==> config.mk <==
export PLATFORM = sky130hd
export DESIGN_NAME = rbdc_core
export DESIGN_NICKNAME = d
export VERILOG_FILES = /design/src/rbdc_pkg.sv /design/src/rbdc_core.sv
export VERILOG_INCLUDE_DIRS = /design/src
export SDC_FILE = /design/constraint.sdc
export NUM_CORES = 1
export LEC_CHECK = 0
export BUFFER_PORTS_ARGS = -buffer_cell sky130_fd_sc_hd__buf_2
export CAP_MARGIN = 25
export CORE_AREA = 2 2 160 99
export CTS_CLUSTER_SIZE = 40
export DETAILED_ROUTE_END_ITERATION = 8
export DIE_AREA = 0 0 162 101
export GPL_ROUTABILITY_DRIVEN = 0
export PLACE_DENSITY = 0.75
export SLEW_MARGIN = 20
export SYNTH_ARGS = -nofsm -noshare
export SYNTH_HDL_FRONTEND = slang
export SYNTH_SLANG_ARGS = --single-unit
==> constraint.sdc <==
create_clock -name clock_i -period 3.15 [get_ports clock_i]
set_input_delay 0.63 -clock clock_i [delete_from_list [all_inputs] [get_ports clock_i]]
set_output_delay 0.63 -clock clock_i [all_outputs]
set_load 0.005 [all_outputs]
==> src/rbdc_regs.svh <==
// Register offsets, field positions, reset values and counts of the receive baseband control
`ifndef RBDC_REGS_SVH
`define RBDC_REGS_SVH
`define RBDC_ADDR_W 7
`define RBDC_OFS_MODE_POWER 7'h00
`define RBDC_OFS_MOD_RX 7'h01
`define RBDC_OFS_PUMP_BYPASS 7'h02
`define RBDC_OFS_CLK_SCALE 7'h06
`define RBDC_OFS_REF_DIV 7'h07
`define RBDC_OFS_FILTER_CLK 7'h08
`define RBDC_OFS_FEE_CTRL 7'h15
`define RBDC_OFS_FEE_RESULT 7'h16
`define RBDC_RST_MODE_POWER 8'h00
`define RBDC_RST_MOD_RX 8'h00
`define RBDC_RST_PUMP_BYPASS 8'h00
`define RBDC_RST_CLK_SCALE 8'h00
`define RBDC_RST_REF_DIV 8'h01
`define RBDC_RST_FILTER_CLK 8'hC1
`define RBDC_RST_FEE_CTRL 8'h00
`define RBDC_FILTER_FIXED 8'hC0
`define RBDC_FEE_CTRL_MASK 8'h0F
`define RBDC_FEE_RUN 2'h3
`define RBDC_SYM_BASE 8'h08
`define RBDC_FILTER_PHASES 2'h3
`define RBDC_OVERSAMPLE 5'h10
`define RBDC_MID_PHASE 4'h8
`define RBDC_FRAME_BITS 4'hF
`define RBDC_ADDR_BITS 4'h7
`define RBDC_RW_BIT 4'h7
`endif

==> src/rbdc_pkg.sv <==
// Types shared by the receive baseband control block
package rbdc_pkg;
  typedef enum logic [1:0] {
    MODE_SLEEP,
    MODE_STANDBY,
    MODE_RECEIVE,
    MODE_TRANSMIT
  } rbdc_mode_t;

  typedef enum logic [1:0] {
    SP_IDLE,
    SP_SHIFT,
    SP_DONE
  } rbdc_sp_state_t;

  // Fields of register 0
  typedef struct packed {
    logic lna_skip;
    logic [2:0] power_level;
    logic sync_en;
    logic [1:0] mode;
    logic load_en;
  } rbdc_mode_power_t;

  // Shared clock scale settings
  typedef struct packed {
    logic [2:0] mod_scale;
    logic [2:0] bitsync_scale;
    logic [2:0] bitrate_scale;
    logic [5:0] ref_div;
  } rbdc_scales_t;

  // Power amplifier controls
  typedef struct packed {
    logic pa_on;
    logic bypass;
    logic [2:0] level;
  } rbdc_pa_t;
endpackage

==> src/rbdc_core.sv <==
// Receive baseband digital control: register port, dividers, error estimator, bit sync
`timescale 1ns/100ps
`default_nettype none
`include "rbdc_regs.svh"

// Notes on behaviour
// - Filter clock from crystal via 6-bit divider
// - Divided again by four into phases
// - Up pulse per one, down per zero
// - Mode 00 off, 11 counts up/down
// - Symbol count selected by two-bit field
// - Eight-bit error readable at its address
// - Register load clears counter, then counts
// - Value is two's complement
// - Counter wraps, never saturates
// - Bit sync only receive with sync set
// - Recovered clock equals the bit rate
// - Data changes on data clock rising
// - Sync clock is reference over 2^(7-scale)
// - One reference divider shared by three clocks
// - Lock within 22 bits worst case
// - Level zero turns amplifier off
// - Bypass bit routes around amplifier
// - Filter register top two bits read one
module rbdc_core #(
  parameter int FIFO_W = 1,
  parameter int FIFO_DEPTH = 2
) (
  input wire logic clock_i,
  input wire logic arst_n_i,
  input wire logic prog_clk_i,
  input wire logic prog_en_i,
  input wire logic prog_dat_i,
  output logic prog_dat_o,
  output logic prog_dat_oe_o,
  input wire logic demod_up_i,
  input wire logic demod_dn_i,
  input wire logic demod_data_i,
  input wire logic sym_strobe_i,
  output logic bit_clock_pin_o,
  output logic bit_clock_pin_oe_o,
  output logic serial_data_pin_o,
  output logic serial_data_pin_oe_o,
  input wire logic serial_data_pin_i,
  output logic tx_data_o,
  output logic filter_phase1_o,
  output logic filter_phase2_o,
  output logic mod_clk_en_o,
  output logic pa_on_o,
  output logic [2:0] power_level_field_o,
  output logic amplifier_bypass_o,
  output logic low_noise_amp_skip_o,
  output logic signal_strength_enable_o,
  output logic bitsync_locked_o
);
  localparam int AW = (FIFO_DEPTH > 1) ? $clog2(FIFO_DEPTH) : 1;

  // Power-of-two tap: true when low (7-s) bits of the count are all ones
  function automatic logic scale_hit(input logic [6:0] cnt, input logic [2:0] s);
    logic [6:0] mask;
    mask = 7'h7F >> s;
    return (cnt & mask) == mask;
  endfunction

  // Register file
  rbdc_pkg::rbdc_mode_power_t mp_q, mp_d;
  logic [7:0] modrx_q, modrx_d, pump_q, pump_d, scl6_q, scl6_d, ref7_q, ref7_d;
  logic [7:0] filt_q, filt_d, error_estimator_control_q, error_estimator_control_d;
  // Serial port state
  rbdc_pkg::rbdc_sp_state_t sp_q, sp_d;
  logic [3:0] sp_cnt_q, sp_cnt_d;
  logic [15:0] sp_sh_q, sp_sh_d; // Address, R/W flag and data byte of one frame
  logic [7:0] rd_sh_q, rd_sh_d;
  logic pclk_prev_q, pclk_prev_d;
  logic pdat_o_q, pdat_o_d, pdat_oe_q, pdat_oe_d;
  logic load_q, load_d; // One-cycle pulse after a committed write
  logic [7:0] fee_q, fee_d;
  rbdc_pkg::rbdc_scales_t scl;

  logic pclk_rise;
  assign pclk_rise = prog_clk_i & ~pclk_prev_q;
  assign scl = '{mod_scale: scl6_q[6:4], bitsync_scale: scl6_q[3:1],
                 bitrate_scale: {scl6_q[0], ref7_q[7:6]}, ref_div: ref7_q[5:0]};

  // Read mux; unmapped addresses read zero
  function automatic logic [7:0] reg_read(input logic [6:0] a);
    unique case (a)
      `RBDC_OFS_MODE_POWER: return mp_q;
      `RBDC_OFS_MOD_RX: return modrx_q;
      `RBDC_OFS_PUMP_BYPASS: return pump_q;
      `RBDC_OFS_CLK_SCALE: return scl6_q;
      `RBDC_OFS_REF_DIV: return ref7_q;
      `RBDC_OFS_FILTER_CLK: return filt_q | `RBDC_FILTER_FIXED;
      `RBDC_OFS_FEE_CTRL: return error_estimator_control_q & `RBDC_FEE_CTRL_MASK;
      `RBDC_OFS_FEE_RESULT: return fee_q;
      default: return 8'h00;
    endcase
  endfunction

  // Three-wire port: 7 address bits, R/W, 8 data bits, MSB first
  always_comb begin
    sp_d = sp_q;
    sp_cnt_d = sp_cnt_q;
    sp_sh_d = sp_sh_q;
    rd_sh_d = rd_sh_q;
    pclk_prev_d = prog_clk_i;
    pdat_o_d = pdat_o_q;
    pdat_oe_d = pdat_oe_q;
    load_d = 1'b0;
    mp_d = mp_q;
    modrx_d = modrx_q;
    pump_d = pump_q;
    scl6_d = scl6_q;
    ref7_d = ref7_q;
    filt_d = filt_q;
    error_estimator_control_d = error_estimator_control_q;
    unique case (sp_q)
      rbdc_pkg::SP_IDLE: begin
        pdat_oe_d = 1'b0;
        sp_cnt_d = 4'h0;
        if (prog_en_i) begin
          sp_d = rbdc_pkg::SP_SHIFT;
        end
      end
      rbdc_pkg::SP_SHIFT: begin
        if (!prog_en_i) begin
          // Aborted frame is dropped
          sp_d = rbdc_pkg::SP_IDLE;
        end else if (pclk_rise) begin
          sp_sh_d = {sp_sh_q[14:0], prog_dat_i};
          sp_cnt_d = sp_cnt_q + 4'h1;
          if (sp_cnt_q == `RBDC_RW_BIT && prog_dat_i) begin
            // Read: device drives data, changing on rising edges
            rd_sh_d = reg_read(sp_sh_q[6:0]);
            pdat_o_d = rd_sh_d[7];
            pdat_oe_d = 1'b1;
          end else if (pdat_oe_q) begin
            rd_sh_d = {rd_sh_q[6:0], 1'b0};
            pdat_o_d = rd_sh_q[6];
          end
          if (sp_cnt_q == `RBDC_FRAME_BITS) begin
            // Sixteenth bit closes the frame
            sp_d = rbdc_pkg::SP_DONE;
          end
        end
      end
      rbdc_pkg::SP_DONE: begin
        if (!prog_en_i) begin
          sp_d = rbdc_pkg::SP_IDLE;
          pdat_oe_d = 1'b0;
          if (!sp_sh_q[8]) begin
            load_d = 1'b1;
            unique case (sp_sh_q[15:9])
              `RBDC_OFS_MODE_POWER: mp_d = sp_sh_q[7:0];
              `RBDC_OFS_MOD_RX: modrx_d = sp_sh_q[7:0];
              `RBDC_OFS_PUMP_BYPASS: pump_d = sp_sh_q[7:0];
              `RBDC_OFS_CLK_SCALE: scl6_d = sp_sh_q[7:0];
              `RBDC_OFS_REF_DIV: ref7_d = sp_sh_q[7:0];
              `RBDC_OFS_FILTER_CLK: filt_d = sp_sh_q[7:0] | `RBDC_FILTER_FIXED;
              `RBDC_OFS_FEE_CTRL: error_estimator_control_d = sp_sh_q[7:0] & `RBDC_FEE_CTRL_MASK;
              default: ;
            endcase
          end
        end
      end
      default: sp_d = rbdc_pkg::SP_IDLE;
    endcase
  end

  // Port and register flops
  always_ff @(posedge clock_i or negedge arst_n_i) begin
    if (!arst_n_i) begin
      sp_q <= rbdc_pkg::SP_IDLE;
      sp_cnt_q <= 4'h0;
      sp_sh_q <= 16'h0000;
      rd_sh_q <= 8'h00;
      pclk_prev_q <= 1'b0;
      pdat_o_q <= 1'b0;
      pdat_oe_q <= 1'b0;
      load_q <= 1'b0;
      mp_q <= `RBDC_RST_MODE_POWER;
      modrx_q <= `RBDC_RST_MOD_RX;
      pump_q <= `RBDC_RST_PUMP_BYPASS;
      scl6_q <= `RBDC_RST_CLK_SCALE;
      ref7_q <= `RBDC_RST_REF_DIV;
      filt_q <= `RBDC_RST_FILTER_CLK;
      error_estimator_control_q <= `RBDC_RST_FEE_CTRL;
    end else begin
      sp_q <= sp_d;
      sp_cnt_q <= sp_cnt_d;
      sp_sh_q <= sp_sh_d;
      rd_sh_q <= rd_sh_d;
      pclk_prev_q <= pclk_prev_d;
      pdat_o_q <= pdat_o_d;
      pdat_oe_q <= pdat_oe_d;
      load_q <= load_d;
      mp_q <= mp_d;
      modrx_q <= modrx_d;
      pump_q <= pump_d;
      scl6_q <= scl6_d;
      ref7_q <= ref7_d;
      filt_q <= filt_d;
      error_estimator_control_q <= error_estimator_control_d;
    end
  end
  assign prog_dat_o = pdat_o_q;
  assign prog_dat_oe_o = pdat_oe_q;

  // Dividers: filter clock, shared reference and its power-of-two taps
  logic [5:0] fdiv_q, fdiv_d, rdiv_q, rdiv_d;
  logic [1:0] fph_q, fph_d;
  logic [6:0] rcnt_q, rcnt_d;
  logic ref_tick, bs_tick, mod_tick, br_tick;
  logic ph1_q, ph1_d, ph2_q, ph2_d, modt_q, modt_d;
  // Divider value 0 is treated as 1 so the chain never stops
  assign ref_tick = (scl.ref_div == 6'h00) || (rdiv_q >= scl.ref_div - 6'h01);
  assign bs_tick = ref_tick && scale_hit(rcnt_q, scl.bitsync_scale);
  assign mod_tick = ref_tick && scale_hit(rcnt_q, scl.mod_scale);
  assign br_tick = ref_tick && scale_hit(rcnt_q, scl.bitrate_scale + 3'h1);
  always_comb begin
    fdiv_d = fdiv_q + 6'h01;
    fph_d = fph_q;
    if (fdiv_q >= filt_q[5:0] - 6'h01 || filt_q[5:0] == 6'h00) begin
      fdiv_d = 6'h00;
      fph_d = fph_q + 2'h1;
    end
    // Two phases, each high one quarter, never together
    ph1_d = (fph_q == 2'h0);
    ph2_d = (fph_q == 2'h2);
    rdiv_d = ref_tick ? 6'h00 : rdiv_q + 6'h01;
    rcnt_d = ref_tick ? rcnt_q + 7'h01 : rcnt_q;
    modt_d = mod_tick;
  end
  always_ff @(posedge clock_i or negedge arst_n_i) begin
    if (!arst_n_i) begin
      fdiv_q <= 6'h00;
      fph_q <= 2'h0;
      rdiv_q <= 6'h00;
      rcnt_q <= 7'h00;
      ph1_q <= 1'b0;
      ph2_q <= 1'b0;
      modt_q <= 1'b0;
    end else begin
      fdiv_q <= fdiv_d;
      fph_q <= fph_d;
      rdiv_q <= rdiv_d;
      rcnt_q <= rcnt_d;
      ph1_q <= ph1_d;
      ph2_q <= ph2_d;
      modt_q <= modt_d;
    end
  end
  assign filter_phase1_o = ph1_q;
  assign filter_phase2_o = ph2_q;
  assign mod_clk_en_o = modt_q;

  // Frequency error estimator
  logic [6:0] sym_q, sym_d;
  logic fdone_q, fdone_d;
  logic [6:0] sym_target;
  assign sym_target = 7'(`RBDC_SYM_BASE << error_estimator_control_q[3:2]);
  always_comb begin
    fee_d = fee_q;
    sym_d = sym_q;
    fdone_d = fdone_q;
    if (load_q) begin
      fee_d = 8'h00;
      sym_d = 7'h00;
      fdone_d = 1'b0;
    end else if (error_estimator_control_q[1:0] == `RBDC_FEE_RUN && !fdone_q) begin
      // Plain 8-bit add so +127 rolls into the negative range
      if (demod_up_i && !demod_dn_i) begin
        fee_d = fee_q + 8'h01;
      end else if (demod_dn_i && !demod_up_i) begin
        fee_d = fee_q - 8'h01;
      end
      if (sym_strobe_i) begin
        sym_d = sym_q + 7'h01;
        fdone_d = (sym_q + 7'h01 == sym_target);
      end
    end
  end
  always_ff @(posedge clock_i or negedge arst_n_i) begin
    if (!arst_n_i) begin
      fee_q <= 8'h00;
      sym_q <= 7'h00;
      fdone_q <= 1'b0;
    end else begin
      fee_q <= fee_d;
      sym_q <= sym_d;
      fdone_q <= fdone_d;
    end
  end

  // Bit synchronizer with a small buffer between sampler and pin
  logic sync_rx;
  logic [3:0] phase_q, phase_d;
  logic prev_q, prev_d, pend_q, pend_d, pend_v_q, pend_v_d;
  logic [4:0] good_q, good_d;
  logic [FIFO_W-1:0] mem_q [FIFO_DEPTH];
  logic [FIFO_W-1:0] mem_d [FIFO_DEPTH];
  logic [AW-1:0] wp_q, wp_d, rp_q, rp_d;
  logic [AW:0] cnt_q, cnt_d;
  logic in_valid, in_ready, out_valid, out_ready, clk_rise;
  logic dclk_q, dclk_d, sdo_q, sdo_d, sdo_oe_q, sdo_oe_d, dclk_oe_q, dclk_oe_d;
  logic txd_q, txd_d, brclk_q, brclk_d;
  assign sync_rx = mp_q.sync_en && (mp_q.mode == rbdc_pkg::MODE_RECEIVE);
  assign in_valid = pend_v_q;
  assign in_ready = (cnt_q != (AW+1)'(FIFO_DEPTH));
  assign out_valid = (cnt_q != '0);
  assign clk_rise = sync_rx && bs_tick && phase_q == 4'hF;
  assign out_ready = clk_rise; // Drain stalls between data clock edges
  always_comb begin
    phase_d = phase_q;
    prev_d = prev_q;
    pend_d = pend_q;
    pend_v_d = pend_v_q && !in_ready;
    good_d = good_q;
    mem_d = mem_q;
    wp_d = wp_q;
    rp_d = rp_q;
    cnt_d = cnt_q;
    if (in_valid && in_ready) begin
      mem_d[wp_q] = FIFO_W'(pend_q);
      wp_d = (wp_q == AW'(FIFO_DEPTH - 1)) ? '0 : wp_q + AW'(1);
    end
    if (out_valid && out_ready) begin
      rp_d = (rp_q == AW'(FIFO_DEPTH - 1)) ? '0 : rp_q + AW'(1);
    end
    cnt_d = cnt_q + (AW+1)'(in_valid && in_ready) - (AW+1)'(out_valid && out_ready);
    if (!sync_rx) begin
      phase_d = 4'h0;
      good_d = 5'h00;
    end else if (bs_tick) begin
      prev_d = demod_data_i;
      phase_d = phase_q + 4'h1;
      if (demod_data_i != prev_q) begin
        // One step per edge: at most eight edges to pull in
        if (phase_q == 4'h0) begin
          good_d = (good_q == 5'h1F) ? good_q : good_q + 5'h01;
        end else begin
          good_d = 5'h00;
          phase_d = (phase_q < `RBDC_MID_PHASE) ? phase_q : phase_q + 4'h2;
        end
      end
      if (phase_q == `RBDC_MID_PHASE) begin
        pend_d = demod_data_i;
        pend_v_d = 1'b1; // A full buffer holds the sample here
      end
    end
    // Clock high in the first half of each bit: one period per bit
    dclk_d = sync_rx ? (phase_d < `RBDC_MID_PHASE) : brclk_q;
    dclk_oe_d = mp_q.sync_en;
    brclk_d = br_tick ? !brclk_q : brclk_q;
    sdo_d = sdo_q;
    if (clk_rise && out_valid) begin
      sdo_d = mem_q[rp_q][0];
    end else if (!mp_q.sync_en) begin
      sdo_d = demod_data_i; // Transparent receive
    end
    sdo_oe_d = (mp_q.mode == rbdc_pkg::MODE_RECEIVE);
    // Transmit sync: device samples host data on its rising clock
    txd_d = (br_tick && !brclk_q) || !mp_q.sync_en ? serial_data_pin_i : txd_q;
  end
  always_ff @(posedge clock_i or negedge arst_n_i) begin
    if (!arst_n_i) begin
      phase_q <= 4'h0;
      prev_q <= 1'b0;
      pend_q <= 1'b0;
      pend_v_q <= 1'b0;
      good_q <= 5'h00;
      for (int i = 0; i < FIFO_DEPTH; i++) begin
        mem_q[i] <= '0;
      end
      wp_q <= '0;
      rp_q <= '0;
      cnt_q <= '0;
      dclk_q <= 1'b0;
      dclk_oe_q <= 1'b0;
      brclk_q <= 1'b0;
      sdo_q <= 1'b0;
      sdo_oe_q <= 1'b0;
      txd_q <= 1'b0;
    end else begin
      phase_q <= phase_d;
      prev_q <= prev_d;
      pend_q <= pend_d;
      pend_v_q <= pend_v_d;
      good_q <= good_d;
      mem_q <= mem_d;
      wp_q <= wp_d;
      rp_q <= rp_d;
      cnt_q <= cnt_d;
      dclk_q <= dclk_d;
      dclk_oe_q <= dclk_oe_d;
      brclk_q <= brclk_d;
      sdo_q <= sdo_d;
      sdo_oe_q <= sdo_oe_d;
      txd_q <= txd_d;
    end
  end
  assign bit_clock_pin_o = dclk_q;
  assign bit_clock_pin_oe_o = dclk_oe_q;
  assign serial_data_pin_o = sdo_q;
  assign serial_data_pin_oe_o = sdo_oe_q;
  assign tx_data_o = txd_q;
  // Eight aligned edges, so worst pull-in plus lock stays inside 22 bits
  assign bitsync_locked_o = good_q[3];

  // Amplifier controls, registered
  rbdc_pkg::rbdc_pa_t pa_q, pa_d;
  logic lna_q, lna_d, rssi_q, rssi_d;
  always_comb begin
    pa_d.level = mp_q.power_level;
    pa_d.pa_on = (mp_q.power_level != 3'h0);
    pa_d.bypass = pump_q[4];
    lna_d = mp_q.lna_skip;
    rssi_d = modrx_q[3];
  end
  always_ff @(posedge clock_i or negedge arst_n_i) begin
    if (!arst_n_i) begin
      pa_q <= '0;
      lna_q <= 1'b0;
      rssi_q <= 1'b0;
    end else begin
      pa_q <= pa_d;
      lna_q <= lna_d;
      rssi_q <= rssi_d;
    end
  end
  assign pa_on_o = pa_q.pa_on;
  assign power_level_field_o = pa_q.level;
  assign amplifier_bypass_o = pa_q.bypass;
  assign low_noise_amp_skip_o = lna_q;
  assign signal_strength_enable_o = rssi_q;
endmodule
`default_nettype wire

Word level (Yosys, flattened, before mapping) --
Cells that the tools add are included.
Word-level totals: bits in registers 154, bits in latches 0, RAM bits 0, ROM bits 0, input bits 10, output and inout port bits 18, word-level logic and storage cells 242, memories kept 0
Operators by class: add/subtract/negate cells 18, multiply operators 0, div/mod/pow operators 0, order comparisons 7, equality and inequality tests 40, shift operators 4, muxes and demuxes 58, bitwise logic cells 9, reductions and logical operators 56
Operators by type and width (count):
- 8-bit case mux with 8 select lines | 1
- 4-bit AND reduction | 9
- 7-bit two-way mux | 5
- 8-bit two-way mux | 4
- 7-bit by 3-bit == test with 1-bit output (second input constant) | 4
- 7-bit == test | 4
- 4-bit two-way mux | 7
- 5-bit two-way mux | 5
- 1-bit two-way mux | 24
- 7-bit AND | 3
- 7-bit by 5-bit == test with 1-bit output (second input constant) | 3
- 7-bit by 3-bit >> shifter with 7-bit output (first input constant) | 3
- 1-bit logical AND | 15
- 7-bit by 1-bit adder with 7-bit output (second input constant) | 2
- 7-bit by 1-bit == test with 1-bit output (second input constant) | 2
- 7-bit by 2-bit == test with 1-bit output (second input constant) | 2
- 7-bit by 4-bit == test with 1-bit output (second input constant) | 2
- 7-bit zero test | 2
- 2-bit inequality test (second input constant) | 7
- 6-bit by 1-bit adder with 6-bit output (second input constant) | 2
- 4-bit == test (second input constant) | 3
- 6-bit >= comparator | 2
- 6-bit zero test | 2
- 6-bit two-way mux | 2
- 40 further kinds | 77

Longest topological paths before layout --
Gate-level depths: netlist (run 1).
word-level depth 8, depth in mapped cells 15, gate-level depth less buffers 14

Worst setup path before layout (run 1) --
Ideal clock, no wire load.
path type register to register, start register ref7_q[0], end register cnt_q[1], library setup time 0.125 ns, arrival 2.934 ns, required time 3.025 ns, slack 0.092 ns, cell stages (with the launch flop) 15, path buffers 1, clock period less this slack 3.058 ns, path through dfstp_2 > inv_1 > ha_1 > xnor2_1 > ha_1 > o21a_1 > nor2_1 > o31ai_1 > and2_1 > buf_6 > nand4_4 > a32o_1 > ha_1 > xor2_1 > xnor2_1
On the way: longest elaborated chain between the ends 8, elaborated cells on any way between the ends 9, those cells by class add/sub (2); order compare (1); reduce/logical (6)
RTL lines:
- start: declaration | RTL line rbdc_core.sv:67 | logic [7:0] modrx_q, modrx_d, pump_q, pump_d, scl6_q, scl6_d, ref7_q, ref7_d;
- start signal: assignment | RTL line rbdc_core.sv:185 | ref7_q <= `RBDC_RST_REF_DIV;
- start signal: assignment | RTL line rbdc_core.sv:201 | ref7_q <= ref7_d;
- 6-bit by 1-bit subtractor with 6-bit output | RTL line rbdc_core.sv:216 | assign ref_tick = (scl.ref_div == 6'h00) || (rdiv_q >= scl.ref_div - 6'h01);
- 6-bit >= comparator | RTL line rbdc_core.sv:216
- 1-bit logical OR (*) | RTL line rbdc_core.sv:216
- 1-bit logical AND (*) | RTL line rbdc_core.sv:217 | assign bs_tick = ref_tick && scale_hit(rcnt_q, scl.bitsync_scale);
- 1-bit logical AND (*) (2 in a row) | RTL line rbdc_core.sv:311 | assign clk_rise = sync_rx && bs_tick && phase_q == 4'hF;
- 1-bit logical AND (*) | RTL line rbdc_core.sv:330 | cnt_d = cnt_q + (AW+1)'(in_valid && in_ready) - (AW+1)'(out_valid && out_ready);
- 2-bit by 1-bit subtractor with 2-bit output (*) | RTL line rbdc_core.sv:330
- net cnt_d[1] | RTL line rbdc_core.sv:303 | logic [AW:0] cnt_q, cnt_d;
- end signal: assignment | RTL line rbdc_core.sv:393 | cnt_q <= cnt_d;
- end: declaration | RTL line rbdc_core.sv:303
The timed path passes the listed nets; every way through them passes the cells marked *. A chain may end at the register's enable or synchronous reset.

Final worst setup path (run 1) --
Ends and elaborated chain as after synthesis.

==> impl_metrics.env, run 1 <==
export IMPL_cts_tree="yes"
export IMPL_die_area_sq_mm=0.0164
export IMPL_drc=0
export IMPL_yosysTopAreaCell="dfrtp_1"
export IMPL_nNetsFinal=873
export IMPL_portBuffers=27
export IMPL_grt_use_met3_pct=7.40
export IMPL_synth_warnings=0
export IMPL_yosysSeqAreaShare_pct=46.9
export IMPL_htree_levels=4
export IMPL_synth_edf_count=0
export IMPL_period_needed_ps=3060
export IMPL_worst_setup_path_end_kind="register"
export IMPL_vdd_ir_drop_max_mv=0.324
export IMPL_grt_pass1_wl_um=31900
export IMPL_dr_pass1_iters=5
export IMPL_use_met2_pct=37.4
export IMPL_fin_util_pct=61.6
export IMPL_die_y_um=101
export IMPL_globalRouteOverflowTotal=0
export IMPL_worstMarginPinSlew_ps=865
export IMPL_placedCellCount=1007
export IMPL_cp_max_fo=5
export IMPL_cp_required_ps=3500
export IMPL_dr_first_iter_drc_count=688
export IMPL_synth_area_leaders="dfrtp_1 46%, mux2_2 8.2%, ha_1 5.9%"
export IMPL_crit_arrival_ps=3420
export IMPL_grt_max_degree=78
export IMPL_coreArea_sq_mm=0.0150
export IMPL_postCtsResizedCells=0
export IMPL_synth_fp_nets=839
export IMPL_synth_area_sq_mm=0.00822
export IMPL_syn_area_per_cell_sq_um=10.4
export IMPL_p_per_area_mw_per_mm2=515
export IMPL_postCtsSetupBuffers=0
export IMPL_grt_pass1_vias=6252
export IMPL_stdcell_count=1039
export IMPL_ios=28
export IMPL_diodes=0
export IMPL_reg2reg_slack_ps=90
export IMPL_slew_headroom_pct=41.9
export IMPL_start_util_pct=54.9
export IMPL_busiest_layer="met2"
export IMPL_hpwl_um=13900
export IMPL_routed_wl_um=19500
export IMPL_wl_per_cell_um=18.7
export IMPL_antenna_found_initial=0
export IMPL_cts_root_buf="clkbuf_16"
export IMPL_vias=6283
export IMPL_yosysMostFrequentCell="dfrtp_1"
export IMPL_synth_top_area_share_pct=46.3
export IMPL_hold_viol_final=0
export IMPL_crit_end="cnt_q[1]$_DFF_PN0_"
export IMPL_via_per_inst=6.05
export IMPL_r2r_end="cnt_q[1]$_DFF_PN0_"
export IMPL_cts_hold_buf=0
export IMPL_clock_path_buffers=2
export IMPL_finClkSkew_ps=14.4
export IMPL_setup_worst_path_start="ref7_q[0]$_DFFE_PN1P_"
export IMPL_drv_cap=0
export IMPL_synth_cell_types=76
export IMPL_drv_slew=0
export IMPL_clkTransAtPathRegs_ps=70
export IMPL_status="complete, no violations"
export IMPL_setup_worst_path_start_class="register"
export IMPL_hold_class="input pin to async pin"
export IMPL_cts_sinks=154
export IMPL_drive_above_1_share_pct=18.8
export IMPL_rows=35
export IMPL_die_width_um=162
export IMPL_track_usage_pct=25.0
export IMPL_grt_util_met1_pct=35.5
export IMPL_worstSetupPathType="register to register"
export IMPL_drtAntennaViolNets=0
export IMPL_setup_viol_count_final=0
export IMPL_ff2ff_path_depth=11
export IMPL_syn_instance_count=789
export IMPL_synth_seq_cells=154
export IMPL_area_delta_synth_final_pct=12.3
export IMPL_ys_flop_type="dfrtp_1"
export IMPL_max_freq_mhz=326
export IMPL_timing_rr_start="ref7_q[0]$_DFFE_PN1P_"
export IMPL_numCtsBuffers=17
export IMPL_ys_async_sr_fraction_pct=100
export IMPL_ys_top_cells_by_count="152 x dfrtp_1, 72 x nand2_1, 63 x nor2_1, 60 x mux2_2, 41 x o21ai_0"
export IMPL_clock_latency_ps=430
export IMPL_fin_crit_sh_pct=97.3
export IMPL_power_leakage_nw=4.30
==> placed cells by master, fill, tap and decap left out, types with 4 or more instances in the layout <==
cell	netlist	final
o221ai_1	5	5
buf_4	2	21
dfrtp_1	152	152
nor3_1	14	14
xnor2_1	30	30
a31oi_1	5	5
nor2_1	63	63
a21oi_1	30	30
nor3b_1	7	7
nand2_1	72	72
o211ai_1	4	4
a22oi_1	12	12
nor2b_1	10	10
a22o_1	5	5
nand2b_1	11	11
nand3_1	23	23
mux2_2	60	60
and2_1	8	7
clkbuf_16	0	17
mux2i_1	17	17
inv_1	36	36
or3_1	8	8
ha_1	39	39
nand4_1	9	9
buf_2	2	26
o21ai_0	41	41
a21o_1	4	4
xor2_1	15	15
==> power breakdown <==
part	total, mW	switching [mW]	internal, mW
Clock	2.06	0.874	1.19
Sequential	2.21	0.175	2.04
Combinational	0.484	0.288	0.196
==> cells by family (layout without fill, tap and decap cells) <==
| family | Yosys count | count (layout) | synth area share, % |
|---|---|---|---|
| simple gates | 253 | 253 | 15.9 |
| flops | 154 | 154 | 46.9 |
| compound gates | 150 | 150 | 12.4 |
| mux | 78 | 78 | 10.5 |
| buf+inv | 69 | 116 | 3.36 |
| xor+xnor | 45 | 45 | 4.79 |
| fa+ha+maj | 40 | 40 | 6.18 |
==> layer usage <==
metal | share of wire [%] | wire length, um
met1 | 46 | 9040
met4 | 1.3 | 254
met5 | 0 | 0
met2 | 44 | 8520
met3 | 8.5 | 1650
==> critical path, stage by stage (launching register included) <==
cell       delay (ps)
dfstp_2           570
inv_1              70
ha_1              320
ha_1              280
a2111oi_0         680
o31ai_2           120
and2_4            180
nand4_4           120
a32o_1            190
ha_1              160
xor2_1            170
xnor2_1           140
==> final cells by class <==
cell class | count | area, sq um
Sequential cell | 154 | 3860
Multi-Input combinational cell | 566 | 4100
Clock inverter | 14 | 163
Clock buffer | 18 | 429
Inverter | 36 | 135
Timing Repair Buffer | 48 | 299
Fill cell | 1195 | 5740
Tap cell | 203 | 254
==> flip-flops by register name (all words and copies together) (netlist names), 7 cells and up <==
name	flops
fee_q	8
rcnt_q	7
sp_sh_q	16
sym_q	7
ref7_q	8
scl6_q	8
rd_sh_q	7
modrx_q	8
pump_q	8
==> stage by stage <==
step                cell area, sq um  total power [mW]  setup WS [ps]  TNS [ps]  hold WS (ps)
floorplan                       8220              2.49           91.7         0           334
global placement                8630              2.68            202         0           383
detailed placement              8630              2.71            131         0           387
finish                          9230              4.76           86.0         0           231
global route                    9230              4.94          -72.0     -78.2           275
CTS                             9220              4.77           66.8         0           246
==> how the worst min path moves through the flow <==
stage | end | depth (start not counted) | start
floorplan | amplifier_bypass_o$_DFF_PN0_ | 0 | arst_n_i
detailed placement | low_noise_amp_skip_o$_DFF_PN0_ | 0 | lna_d$_DFFE_PN0P_
CTS | sp_cnt_q[0]$_DFFE_PN0P_ | 1 | arst_n_i
finish | sp_q[0]$_DFFE_PN0P_ | 1 | arst_n_i
global route | sp_q[1]$_DFFE_PN0P_ | 1 | arst_n_i
global placement | low_noise_amp_skip_o$_DFF_PN0_ | 0 | lna_d$_DFFE_PN0P_
Note: power is estimated with default switching activity, not from simulation.
==> inputs of run 2 (changes only) <==
--- a/config.mk
+++ b/config.mk
@@ -13,7 +13,9 @@
 export DETAILED_ROUTE_END_ITERATION = 8
 export DIE_AREA = 0 0 162 101
 export GPL_ROUTABILITY_DRIVEN = 0
+export MAX_ROUTING_LAYER = met4
 export PLACE_DENSITY = 0.75
+export SKIP_LAST_GASP = 1
 export SLEW_MARGIN = 20
 export SYNTH_ARGS = -nofsm -noshare
 export SYNTH_HDL_FRONTEND = slang
==> run 2 against run 1 <==
Final area unchanged; clock skew grew 1.3 ps; cell count unchanged; critical path depth did not move; die area stayed put; via count shrank 0.64%; largest cell class unchanged; highest routed layer unchanged.
==> impl_metrics.env, run 2 (same netlist as run 1, synthesis figures left out) <==
export IMPL_fin_crit_sh_pct=97.0
export IMPL_hold_slack_ps=218
export IMPL_setup_viol_count_final=0
export IMPL_htree_levels=4
export IMPL_cpMostUsedCell="ha_1"
export IMPL_vias=6243
export IMPL_via_per_inst=6.01
export IMPL_cts_tree="yes"
export IMPL_dp_slack_ps=131
export IMPL_antenna_found_initial=0
export IMPL_total_power_mw=4.76
export IMPL_power_leakage_nw=4.30
export IMPL_cp_required_ps=3500
export IMPL_slew_headroom_pct=42.2
export IMPL_busiest_layer="met2"
export IMPL_seqCellArea_sq_mm=0.00386
export IMPL_use_met2_pct=37.3
export IMPL_mostFrequentLayoutCells="152 x dfrtp_1, 72 x nand2_1, 63 x nor2_1, 60 x mux2_2, 41 x o21ai_0"
export IMPL_status="complete, no violations"
export IMPL_n_fill_cell=1195
export IMPL_layout_commonest_cell="dfrtp_1"
export IMPL_grt_pass1_vias=6241
export IMPL_postCtsSetupBuffers=0
export IMPL_crit_chain="inv_1 > ha_1 > ha_1 > a2111oi_0 > o31ai_2 > and2_4 > nand4_4 > a32o_1 > ha_1 > xor2_1 > xnor2_1"
export IMPL_numCtsBuffers=17
export IMPL_die_width_um=162
export IMPL_drc=0
export IMPL_cp_top_family="compound AO/OA/AOI/OAI gates"
export IMPL_drv_cap=0
export IMPL_clkTransAtPathRegs_ps=70
export IMPL_setup_worst_path_start_class="register"
export IMPL_cts_sinks=154
export IMPL_vdd_ir_drop_max_mv=0.327
export IMPL_timing_final_ws_setup_ps=94.2
export IMPL_multi_input_area_sq_mm=0.00410
export IMPL_finClkSkew_ps=15.7
export IMPL_die_y_um=101
export IMPL_wl_per_cell_um=18.6
export IMPL_max_freq_mhz=327
export IMPL_worst_setup_path_end_kind="register"
export IMPL_hold_class="input pin to async pin"
export IMPL_clock_latency_ps=430
export IMPL_cp_max_fo=5
export IMPL_dr_first_iter_drc_count=636
export IMPL_grt_use_met3_pct=7.61
export IMPL_top_register="sp_sh_q"
export IMPL_ios=28
export IMPL_rows=35
export IMPL_hold_viol_final=0
export IMPL_worstSetupPathType="register to register"
export IMPL_crit_arrival_ps=3410
export IMPL_hpwl_um=13900
export IMPL_portBuffers=27
export IMPL_grt_pass1_wl_um=32000
export IMPL_design_area_sq_mm=0.00923
export IMPL_globalRouteOverflowTotal=0
export IMPL_drtAntennaViolNets=0
export IMPL_coreArea_sq_mm=0.0150
export IMPL_cpMaxStageDelayCell="a2111oi_0"
export IMPL_worstMarginPinSlew_ps=866
export IMPL_p_per_area_mw_per_mm2=515
export IMPL_start_util_pct=54.9
export IMPL_path_buf_inv=1
export IMPL_drv_slew=0
export IMPL_cts_root_buf="clkbuf_16"
export IMPL_max_stage_delay_ps=680
export IMPL_clock_path_buffers=2
export IMPL_diodes=0
export IMPL_area_delta_synth_final_pct=12.3
export IMPL_dr_pass1_iters=5
export IMPL_placed_area_sq_mm=0.00863
export IMPL_largest_reg_flops=16
export IMPL_period_needed_ps=3060
export IMPL_die_area_sq_mm=0.0164
export IMPL_grt_util_met1_pct=35.6
export IMPL_grt_max_degree=78
export IMPL_track_usage_pct=25.8
export IMPL_routed_wl_um=19300
export IMPL_drive_above_1_share_pct=18.8
export IMPL_nNetsFinal=873
[run 2: layer usage]
metal	wire length, um	share of wire, %
met4	286	1.5
met5	0	0
met3	1560	8.1
met2	8460	44
met1	8990	47
[run 2: worst paths after layout]
kind / endpoint / start / slack [ps] / depth (start not counted)
setup / recovery: cnt_q[1]$_DFF_PN0_ / ref7_q[0]$_DFFE_PN1P_ / 90 / 11
min in group clock_i: pclk_prev_q$_DFF_PN0_ / prog_clk_i / 320 / 1
max in group asynchronous: ref7_q[0]$_DFFE_PN1P_ / arst_n_i / 2030 / 2
hold / removal: sp_q[0]$_DFFE_PN0P_ / arst_n_i / 220 / 1
setup reg to reg: cnt_q[1]$_DFF_PN0_ / ref7_q[0]$_DFFE_PN1P_ / 90 / 11
hold reg to reg: low_noise_amp_skip_o$_DFF_PN0_ / lna_d$_DFFE_PN0P_ / 410 / 0
[run 2: area by class of cell]
type,count,area share [%]
Multi-Input combinational cell,566,44.4
Tap cell,203,2.75
Timing Repair Buffer,48,3.24
Inverter,36,1.46
Clock inverter,14,1.76
Clock buffer,18,4.65
Sequential cell,154,41.8
[run 2: timing repair]
action / 4_1_cts / 5_1_grt
endpoints found under the setup margin: 0 / 2
hold endpoints to repair: 0 / 0
resized for setup: 0 / 4
hold buffers: 0 / 0
[run 2: report_power, final]
part	internal (mW)	switching (mW)	leakage, nW
Sequential	2.04	0.173	2.05
Combinational	0.196	0.288	1.96
Clock	1.19	0.873	0.287
[run 2: stage by stage]
stage	TNS, ps	util (%)	instances
final	0	61.6	1039
after detailed placement	0	57.6	1007
after global placement	0	57.6	1007
after floorplan	0	-	789
after CTS	0	61.6	1039
after global routing	-77.7	61.6	1039
==> inputs of run 3 (changes only) <==
--- a/config.mk
+++ b/config.mk
@@ -8,13 +8,14 @@
 export LEC_CHECK = 0
 export BUFFER_PORTS_ARGS = -buffer_cell sky130_fd_sc_hd__buf_2
 export CAP_MARGIN = 25
-export CORE_AREA = 2 2 160 99
+export CORE_AREA = 2 2 157 98
+export CTS_BUF_LIST = sky130_fd_sc_hd__clkbuf_4 sky130_fd_sc_hd__clkbuf_8
 export CTS_CLUSTER_SIZE = 40
 export DETAILED_ROUTE_END_ITERATION = 8
-export DIE_AREA = 0 0 162 101
+export DIE_AREA = 0 0 159 100
 export GPL_ROUTABILITY_DRIVEN = 0
 export MAX_ROUTING_LAYER = met4
-export PLACE_DENSITY = 0.75
+export PLACE_DENSITY = 0.77
 export SKIP_LAST_GASP = 1
 export SLEW_MARGIN = 20
 export SYNTH_ARGS = -nofsm -noshare
==> run 3 against run 2 <==
Clock skew is 2.4 ps lower; count of clock-buffer cells in the layout up 2; setup slack better by 69 ps; cell count shrank 0.19%; final area down 1.9%; core utilization shrank 0.098 points; highest routed layer unchanged; largest power group unchanged; sequential share of layout area grew 0.81 points; critical path depth stayed put; total power fell by 11%; combinational power down 0.8%.
==> impl_metrics.env, run 3 (same netlist as run 1, synthesis figures left out) <==
export IMPL_status="complete, no violations"
export IMPL_slew_headroom_pct=39.3
export IMPL_diodes=0
export IMPL_cts_sinks=154
export IMPL_drv_slew=0
export IMPL_hpwl_um=13100
export IMPL_ff2ff_path_depth=11
export IMPL_cts_tree="yes"
export IMPL_top_register="sp_sh_q"
export IMPL_cp_top_family="adder cells"
export IMPL_drtAntennaViolNets=0
export IMPL_start_util_pct=55.9
export IMPL_grt_use_met3_pct=5.83
export IMPL_cp_max_fo=9
export IMPL_clkTransAtPathRegs_ps=90
export IMPL_dr_first_iter_drc_count=629
export IMPL_globalRouteOverflowTotal=0
export IMPL_vdd_ir_drop_max_mv=0.242
export IMPL_hold_viol_final=0
export IMPL_drv_cap=0
export IMPL_max_stage_delay_ps=580
export IMPL_dr_pass1_iters=6
export IMPL_die_area_sq_mm=0.0159
export IMPL_nNetsFinal=871
export IMPL_area_delta_synth_final_pct=10.2
export IMPL_path_buf_inv=2
export IMPL_track_usage_pct=24.5
export IMPL_htree_levels=4
export IMPL_worst_setup_path_end_kind="register"
export IMPL_layout_commonest_cell="dfrtp_1"
export IMPL_max_freq_mhz=335
export IMPL_cts_root_buf="clkbuf_8"
export IMPL_grt_max_degree=58
export IMPL_portBuffers=27
export IMPL_drive_above_1_share_pct=18.9
export IMPL_crit_chain="inv_1 > ha_1 > ha_1 > a2111oi_2 > o31ai_2 > and2_4 > buf_4 > a32o_1 > ha_1 > xor2_1 > xnor2_1"
export IMPL_worstMarginPinSlew_ps=909
export IMPL_vias=6204
export IMPL_drc=0
export IMPL_grt_pass1_vias=5886
export IMPL_grt_pass1_wl_um=30100
export IMPL_cp_required_ps=3530
export IMPL_ios=28
export IMPL_reg2reg_slack_ps=160
export IMPL_wl_per_cell_um=17.5
export IMPL_antenna_found_initial=0
export IMPL_power_leakage_nw=4.20
export IMPL_die_y_um=100
export IMPL_worstSetupPathType="register to register"
export IMPL_cpMaxStageDelayCell="dfstp_2"
export IMPL_setup_worst_path_start_class="register"
export IMPL_setup_tns_final_ps=0
export IMPL_busiest_layer="met2"
export IMPL_routed_wl_um=18200
export IMPL_setup_viol_count_final=0
export IMPL_grt_util_met1_pct=34.4
export IMPL_use_met2_pct=35.8
export IMPL_rsz0062_at_grt="no"
export IMPL_fin_crit_sh_pct=94.8
export IMPL_p_per_area_mw_per_mm2=466
export IMPL_rows=35
export IMPL_numCtsBuffers=17
export IMPL_mostFrequentLayoutCells="152 x dfrtp_1, 72 x nand2_1, 63 x nor2_1, 60 x mux2_2, 41 x o21ai_0"
export IMPL_clock_latency_ps=460
export IMPL_crit_arrival_ps=3370
export IMPL_cts_hold_buf=0
export IMPL_largest_reg_flops=16
export IMPL_period_needed_ps=2990
export IMPL_clock_path_buffers=2
export IMPL_via_per_inst=5.98
export IMPL_cpMostUsedCell="ha_1"
export IMPL_timing_rr_start="ref7_q[0]$_DFFE_PN1P_"
export IMPL_coreArea_sq_mm=0.0147
export IMPL_die_width_um=159
export IMPL_hold_class="input pin to async pin"
export IMPL_r2r_end="cnt_q[1]$_DFF_PN0_"
export IMPL_hold_slack_ps=60.8
export IMPL_finClkSkew_ps=13.3
==> run 3: cell count changes in the layout (fill, tap and decap cells not counted), moves of 2 or more <==
cell / previous run / this run
clkbuf_16: 17 / 0
inv_8: 3 / 0
clkinvlp_4: 2 / 5
clkbuf_8: 0 / 19
clkinv_4: 2 / 0
buf_4: 21 / 18
==> run 3: where the power goes <==
part           internal (mW)  switching, mW
sequential              2.03          0.170
combinational          0.194          0.286
clock                  0.763          0.778
==> run 3: area by class of cell <==
cell class              count  area (sq um)
clock buffers              20           269
repair buffers             46           297
fillers                  1200          5660
well taps                 203           254
clock inverters            12           138
flip-flops and latches    154          3860
multi-input cells         566          4110
inverters                  36           135
==> run 3: how the worst max path moves through the flow <==
| stage | end | depth (start not counted) | slack, ps | from |
|---|---|---|---|---|
| 2_1_floorplan | cnt_q[1]$_DFF_PN0_ | 14 | 90 | ref7_q[0]$_DFFE_PN1P_ |
| 5_1_grt | cnt_q[1]$_DFF_PN0_ | 13 | 6 | ref7_q[0]$_DFFE_PN1P_ |
| 6_report | cnt_q[1]$_DFF_PN0_ | 11 | 160 | ref7_q[0]$_DFFE_PN1P_ |
| 4_1_cts | cnt_q[1]$_DFF_PN0_ | 11 | 10 | ref7_q[0]$_DFFE_PN1P_ |
| 3_5_place_dp | cnt_q[1]$_DFF_PN0_ | 11 | 20 | ref7_q[0]$_DFFE_PN1P_ |
| 3_3_place_gp | cnt_q[1]$_DFF_PN0_ | 11 | 200 | ref7_q[0]$_DFFE_PN1P_ |
==> run 3: timing repair <==
item,CTS,global route
setup endpoints to repair,1,1
setup buffers,0,0
gates resized for setup,1,4
cloned,0,0
==> run 3: worst reg2reg max path, delay by kind of cell, from the launching register on <==
family | cells | cell delay (ps)
and+or+nand+nor | 1 | 160
xor gates and xnor gates | 2 | 320
adders and majority gates | 3 | 820
AOI/OAI and AO/OA | 3 | 800
DFF | 1 | 580
buffers and inverters | 2 | 250
==> run 3: stage by stage <==
step	power, mW	instances	util [%]	instance area, sq um	setup slack, ps
after global routing	4.39	1037	61.5	9060	5.54
after detailed placement	2.70	1005	58.6	8630	24.2
after floorplan	2.49	789	-	8220	91.7
after CTS	4.23	1037	61.4	9040	14.9
final	4.22	1037	61.5	9060	163
after global placement	2.68	1005	58.6	8630	202
==> run 3: metal layers <==
layer | vias to the layer above | routed length [um]
li1 | 2874 | -
met1 | 3054 | 8600
met2 | 239 | 7910
met3 | 37 | 1400
met4 | 0 | 279
met5 | - | 0
